===== config.mk =====
export PLATFORM = sky130hd
export DESIGN_NAME = address_space_select_check
export DESIGN_NICKNAME = d
export VERILOG_FILES = /design/src/core/asi_pkg.sv /design/src/core/asi_mode_decode.sv /design/src/core/asi_access_check.sv /design/src/core/address_space_select_check.sv
export SDC_FILE = /design/constraint.sdc
export NUM_CORES = 1
export LEC_CHECK = 0
export BUFFER_PORTS_ARGS = -buffer_cell sky130_fd_sc_hd__buf_2
export CAP_MARGIN = 20
export CORE_AREA = 2 2 143 145
export CTS_BUF_LIST = sky130_fd_sc_hd__clkbuf_8
export DETAILED_ROUTE_END_ITERATION = 8
export DIE_AREA = 0 0 145 147
export REMOVE_ABC_BUFFERS = 1
export SYNTH_ARGS = -nofsm -noshare
export SYNTH_HDL_FRONTEND = slang
export SYNTH_SLANG_ARGS = --single-unit

===== constraint.sdc =====
create_clock -name mclk_in -period 1.7 [get_ports mclk_in]
set_input_delay 0.085 -clock mclk_in [delete_from_list [all_inputs] [get_ports mclk_in]]
set_output_delay 0.085 -clock mclk_in [all_outputs]
set_load 0.005 [all_outputs]

===== src/core/asi_pkg.sv =====
package asi_pkg;

	// address tuple widths
	localparam int ASI_W     = 8;   // space identifier width
	localparam int OFFSET_W  = 64;  // byte offset width
	localparam int CTX_W     = 13;  // context identifier width
	localparam int PART_W    = 8;   // partition identifier width
	localparam int TRAP_W    = 3;   // trap depth width

	// field position of the restriction bit
	localparam int ASI_OPEN_BIT = 7;

	// well-known identifiers (index values of the space catalogue)
	localparam logic [7:0] FIRST_SPACE_ID           = 8'h80;
	localparam logic [7:0] SECOND_SPACE_ID          = 8'h81;
	localparam logic [7:0] FIRST_SPACE_QUIET_LOAD_ID = 8'h82;
	localparam logic [7:0] FIRST_SPACE_ID_LE        = 8'h88;
	localparam logic [7:0] KERNEL_SPACE_ID          = 8'h04;
	localparam logic [7:0] KERNEL_SPACE_ID_LE       = 8'h0c;
	localparam logic [7:0] USER_VIEW_FIRST_SPACE_ID = 8'h10;

	// bounds of the restricted-to-hyper band
	localparam logic [7:0] HYPER_BAND_LO = 8'h30;
	localparam logic [7:0] HYPER_BAND_HI = 8'h7f;

	// reset value and privileged trap depth limit
	localparam logic [2:0] TRAP_DEPTH_RST = 3'h0;
	localparam logic [2:0] MAX_PRIV_TRAP_DEPTH = 3'h2;

	// privilege modes
	typedef enum logic [1:0] {
		MODE_USER,
		MODE_PRIV,
		MODE_HYPER
	} mode_t;

	// kinds of reference from the pipeline
	typedef enum logic [1:0] {
		REF_FETCH,
		REF_LOAD,
		REF_STORE,
		REF_PREFETCH
	} ref_kind_t;

	// processor state that picks implicit spaces
	typedef struct packed {
		logic       privileged_mode_bit;
		logic       hyper_mode_bit;
		logic       little_endian_default_flag;
		logic [2:0] trap_depth;
	} cpu_state_t;

	// one reference from the pipeline
	typedef struct packed {
		logic            valid;
		ref_kind_t       kind;
		logic            alternate;   // explicit space reference
		logic            reg_reg;     // register+register addressing
		logic [7:0]      inst_asi;    // identifier field of instruction
		logic            use_second;  // secondary context select
		logic [63:0]     offset;
	} mem_req_t;

endpackage


===== src/core/asi_mode_decode.sv =====
`timescale 1ns/10ps
// privilege mode decode, hyper bit dominates
module asi_mode_decode (
	input  wire logic              privileged_mode_bit_in,
	input  wire logic              hyper_mode_bit_in,
	output asi_pkg::mode_t         mode_out
);

	// hyper wins, then privileged, else user
	always_comb begin
		if (hyper_mode_bit_in) begin
			mode_out = asi_pkg::MODE_HYPER;
		end else if (privileged_mode_bit_in) begin
			mode_out = asi_pkg::MODE_PRIV;
		end else begin
			mode_out = asi_pkg::MODE_USER;
		end
	end

endmodule // asi_mode_decode


===== src/core/asi_access_check.sv =====
`timescale 1ns/10ps
// identifier legality against the current mode
module asi_access_check (
	input  wire logic [7:0]        asi_in,
	input  asi_pkg::mode_t         mode_in,
	output logic                   fault_out
);

	logic open_band;   // unrestricted identifiers
	logic hyper_band;  // restricted to hyper

	assign open_band  = asi_in[asi_pkg::ASI_OPEN_BIT];
	assign hyper_band = (asi_in >= asi_pkg::HYPER_BAND_LO) &&
		(asi_in <= asi_pkg::HYPER_BAND_HI);

	// decide fault per mode
	always_comb begin
		fault_out = 1'b0;
		case (mode_in)
			asi_pkg::MODE_USER: begin
				fault_out = !open_band;
			end
			asi_pkg::MODE_PRIV: begin
				// low band 00-2f stays legal here
				fault_out = hyper_band;
			end
			default: begin
				fault_out = 1'b0;
			end
		endcase
	end

endmodule // asi_access_check


===== src/core/address_space_select_check.sv =====
`timescale 1ns/10ps
// Operation
// - every address carries eight-bit space identifier
// - offset is 64-bit byte address
// - real address is context above virtual
// - physical is partition above real address
// - context comes from primary or secondary register
// - partition register width is a parameter
// - alternate data operations use their explicit identifier
// - reg+reg from instruction, reg+imm from register
// - fetch identifier from mode and trap depth
// - depth zero uses first space, le variant
// - privileged nonzero depth fetches use kernel space
// - privileged nonzero depth data uses kernel, le
// - hyper mode implicit references are physical
// - user mode faults on identifier bit7 zero
// - privileged mode faults on 30 to 7f
// - 80 to ff legal in every mode
// - 00 to 2f legal privileged or hyper
// - 30 to 7f legal only in hyper
module address_space_select_check #(
	parameter int CTX_W  = asi_pkg::CTX_W,   // context id width
	parameter int PART_W = asi_pkg::PART_W   // partition register width
) (
	input  wire logic                       mclk_in,
	input  wire logic                       rst_in,
	input  wire asi_pkg::cpu_state_t        state_in,
	input  wire asi_pkg::mem_req_t          req_in,
	input  wire logic [7:0]                 asi_reg_in,
	input  wire logic [CTX_W-1:0]           first_ctx_in,
	input  wire logic [CTX_W-1:0]           second_ctx_in,
	input  wire logic [PART_W-1:0]          partition_in,
	output logic                            valid_out,
	output logic [7:0]                      asi_out,
	output logic [63:0]                     offset_out,
	output logic                            physical_out,
	output logic [CTX_W+63:0]               real_addr_out,
	output logic [PART_W+CTX_W+63:0]        phys_addr_out,
	output logic                            priv_action_out
);

	// widths the logic cannot serve
	initial begin
		if (CTX_W < 1 || PART_W < 1) begin
			$error("context and partition widths must be positive");
		end
	end

	asi_pkg::mode_t      mode;        // decoded privilege mode
	logic [7:0]          sel_asi;     // chosen identifier
	logic                sel_phys;    // implicit hyper reference
	logic                fault;       // access check result
	logic [CTX_W-1:0]    sel_ctx;     // chosen context id
	logic                is_data;     // load, store or prefetch
	logic                depth_zero;  // trap depth at zero

	// mode decode
	asi_mode_decode u_mode (
		.privileged_mode_bit_in (state_in.privileged_mode_bit),
		.hyper_mode_bit_in      (state_in.hyper_mode_bit),
		.mode_out               (mode)
	);

	assign is_data    = (req_in.kind != asi_pkg::REF_FETCH);
	assign depth_zero = (state_in.trap_depth == asi_pkg::TRAP_DEPTH_RST);

	// identifier selection, explicit first then implicit
	always_comb begin
		sel_asi  = asi_pkg::FIRST_SPACE_ID;
		sel_phys = 1'b0;
		if (req_in.alternate && is_data) begin
			// explicit identifier, source set by addressing mode
			if (req_in.reg_reg) begin
				sel_asi = req_in.inst_asi;
			end else begin
				sel_asi = asi_reg_in;
			end
		end else if (mode == asi_pkg::MODE_HYPER) begin
			// hyper: implicit refs bypass translation at any depth
			sel_asi  = asi_pkg::FIRST_SPACE_ID;
			sel_phys = 1'b1;
		end else if (!is_data) begin
			// fetches ignore the endian flag
			if (depth_zero || mode == asi_pkg::MODE_USER) begin
				sel_asi = asi_pkg::FIRST_SPACE_ID;
			end else begin
				sel_asi = asi_pkg::KERNEL_SPACE_ID;
			end
		end else if (depth_zero || mode == asi_pkg::MODE_USER) begin
			sel_asi = state_in.little_endian_default_flag ?
				asi_pkg::FIRST_SPACE_ID_LE :
				asi_pkg::FIRST_SPACE_ID;
		end else begin
			sel_asi = state_in.little_endian_default_flag ?
				asi_pkg::KERNEL_SPACE_ID_LE :
				asi_pkg::KERNEL_SPACE_ID;
		end
	end

	// only explicit identifiers are policed
	asi_access_check u_check (
		.asi_in   (sel_asi),
		.mode_in  (mode),
		.fault_out(fault)
	);

	// context source register
	assign sel_ctx = req_in.use_second ? second_ctx_in : first_ctx_in;

	// registered address tuple; one cycle latency
	always_ff @(posedge mclk_in) begin
		if (rst_in) begin
			valid_out     <= 1'b0;
			asi_out       <= asi_pkg::FIRST_SPACE_ID;
			offset_out    <= '0;
			physical_out  <= 1'b0;
			real_addr_out <= '0;
			phys_addr_out <= '0;
		end else begin
			valid_out     <= req_in.valid;
			asi_out       <= sel_asi;
			offset_out    <= req_in.offset;
			physical_out  <= req_in.valid && sel_phys;
			real_addr_out <= {sel_ctx, req_in.offset};
			phys_addr_out <= {partition_in, sel_ctx,
				req_in.offset};
		end
	end

	// exception flag, a pulse beside the faulting reference
	always_ff @(posedge mclk_in) begin
		if (rst_in) begin
			priv_action_out <= 1'b0;
		end else begin
			// implicit refs always pass; only explicit ones can trap
			priv_action_out <= req_in.valid && req_in.alternate &&
				is_data && fault;
		end
	end

endmodule // address_space_select_check


==> results.toml <==
[outcome]
outcome = "completed"

[sta]
fmax_ghz = 0.666
period_needed_ns = 1.50
finalSetupViolCount = 0
setup_tns_ns = 0
grt_setup_unrepaired = "false"
final-hold-violation-count = 0
worst_slack_ns = 0.199
relSlewSlack = 0.666
min_period_over_period = 0.883
finalMaxSlewViolations = 0
worst_pin_slew_ns = 0.495

[clock_network]
clkSinkCount = 96
cts_root_buffer = "clkbuf_8"
clock_path_buffers = 2
cts_tree = "built"
htreeDepth = 3
path_clk_slew_ns = 0.10
cts_buffers = 9
cts_setup_buffers = 0

[power_and_ir_drop]
irDropWorstVdd_mv = 0.287
power_density_nw_per_um2 = 788
power.total_uw = 5020
p_leak_uw = 0.00342

[synthesis]
synthDistinctLibCells = 24
syn_area_um2 = 3900
syn-instance-count = 381
syn_avg_cell_area_um2 = 10.2
synth-seq-area-share = 0.493
synth_seq_cells = 96
ys_warn_count = 0

[critical_path]
crit_path_end_kind = "register"
path_cells = "dlygate4sd3_1 -> buf_2 -> a211oi_1 -> a31o_1 -> a211oi_1 -> dlygate4sd3_1"
cp_slowest_cell = "dlygate4sd3_1"
cpPeakStageDelay_ns = 0.57
cp_max_fo = 2
required_ns = 1.96
crit_start = "asi_reg_in[4]"
critPathLaunchType = "input port"
worstPathArrival_ns = 1.76
criticalPathCategory = "in -> reg"
critical_path_depth = 6
crit_buf_inv = 3
endpoint = "priv_action_out$_SDFF_PP0_"
cpLargestDelayFamily = "buffers and inverters"

[finish]
drive_gt1_frac = 0.525
final_common_cell = "buf_2"
fill_cells = 2017
layout.nets = 851
area_growth_pct = 63.5
layout_common_cells = "buf_2 (363), dlygate4sd3_1 (119), dfxtp_1 (96)"
finalNonFillerCells = 999

[worst_hold_path]
hp-start = "rst_in"
hold_class = "in -> reg"

[drt]
drt-initial-drc-count = 67
dr.pass1.iters = 4
vias = 3534
wl_mm = 12.5
wire_per_inst_um = 12.5
antenna_left = 0
drc = 0
via_per_inst = 3.54

[floorplan]
die-area_um2 = 21300
start_util = 0.196
num_rows = 52
die_w_um = 145
core_region_area_um2 = 19800
ios = 365
dieHeight_um = 147

[global_routing]
overflow = 0
antenna_found_initial = 2
grt_pass1_wl_mm = 18.1
track_usage = 0.110
grt_pass1_vias = 3437
grt_max_degree = 66

[job]
cap_viol_max_count = 0

[placed_design]
io_buffers = 364
dp.cells = 863
hpwl_mm = 9.15
gp_congestion = 0.742
place_ws_ns = 0.618
[area by class of cell]
cell class / count / area [um2] / area share
sequential: 96 / 1920 / 0.302
inverter: 1 / 3.75 / 0.000589
clock inverter: 7 / 93.8 / 0.0147
antenna: 1 / 2.50 / 0.000393
multi-input combinational: 130 / 846 / 0.133
clock buffer: 9 / 124 / 0.0194
tap: 270 / 338 / 0.0530
timing repair buffer: 485 / 3040 / 0.478
[repair_timing]
item,4_1_cts,5_1_grt
resized for setup,0,0
endpoints found under the hold margin,95,0
hold buffers,119,0
[metrics by stage]
| stage | instance area, um2 | hold WS [ns] | util |
|---|---|---|---|
| detailed placement | 4960 | 0.300 | 0.250 |
| CTS | 6370 | 0.00212 | 0.321 |
| floorplan | 2770 | 0.157 | - |
| global placement | 4960 | 0.294 | 0.250 |
| global route | 6370 | 0.0244 | 0.321 |
| finish | 6370 | 0.0480 | 0.321 |
[synthesized netlist by cell type]
cell       instances  area (um2)
nor3_1             1        5.00
mux2_2             1        11.3
nor2_1            20        75.1
nand2_1            1        3.75
nand3b_1           1        7.51
buf_6              1        11.3
nor2b_1           73         457
inv_1              1        3.75
a31o_1             1        8.76
o2bb2ai_1          1        8.76
buf_2              6        30.0
clkbuf_1           5        18.8
nand3_1            1        5.00
or3_1              1        6.26
dfxtp_1           96        1920
or3b_1             1        8.76
a21oi_1            2        10.0
mux2i_1           19         190
and3_1             1        6.26
nor3b_1            1        7.51
buf_4            142        1070
and2b_1            1        7.51
o21ai_0            1        5.00
a211oi_1           3        22.5
[how the worst min path moves through the flow]
stage / endpoint / slack [ns] / cells after the start
after floorplan: offset_out[0]$_SDFF_PP0_ / 0.16 / 1
after global placement: phys_addr_out[82]$_SDFF_PP0_ / 0.29 / 2
after detailed placement: offset_out[13]$_SDFF_PP0_ / 0.30 / 2
after CTS: asi_out[7]$_SDFF_PP1_ / 0.002 / 3
after global routing: asi_out[7]$_SDFF_PP1_ / 0.02 / 3
final: offset_out[47]$_SDFF_PP0_ / 0.05 / 2
[layer usage]
metal | GRT usage | routed length (um) | up-vias
li1 | - | - | 1721
met1 | 0.125 | 5100 | 1594
met2 | 0.194 | 6230 | 195
met3 | 0.0307 | 827 | 22
met4 | 0.0500 | 286 | 2
met5 | 0 | 7 | -
[kinds of logic (layout without fill, tap and decap cells)]
logic type / Yosys count / in the layout / synth area share
buffers and inverters: 155 / 502 / 0.290
other: 0 / 1 / 0
DFF: 96 / 96 / 0.493
muxes: 20 / 20 / 0.0517
and+or+nand+nor: 102 / 102 / 0.151
AOI/OAI and AO/OA: 8 / 8 / 0.0141
[power by group]
| part | internal [uW] | total, uW | leakage, uW | switching [uW] |
|---|---|---|---|---|
| combinational | 569 | 897 | 0.00251 | 328 |
| sequential | 2370 | 2450 | 0.000799 | 80.6 |
| clock | 832 | 1670 | 0.000111 | 836 |
| total | 3770 | 5020 | 0.00342 | 1240 |
[state kept, by name, indices dropped and copies added, names as in the netlist]
signal,flops
offset_out,63
physical_out,1
real_addr_out,13
asi_out,8
priv_action_out,1
valid_out,1
phys_addr_out,9
Note: power is estimated with default switching activity, not from simulation.
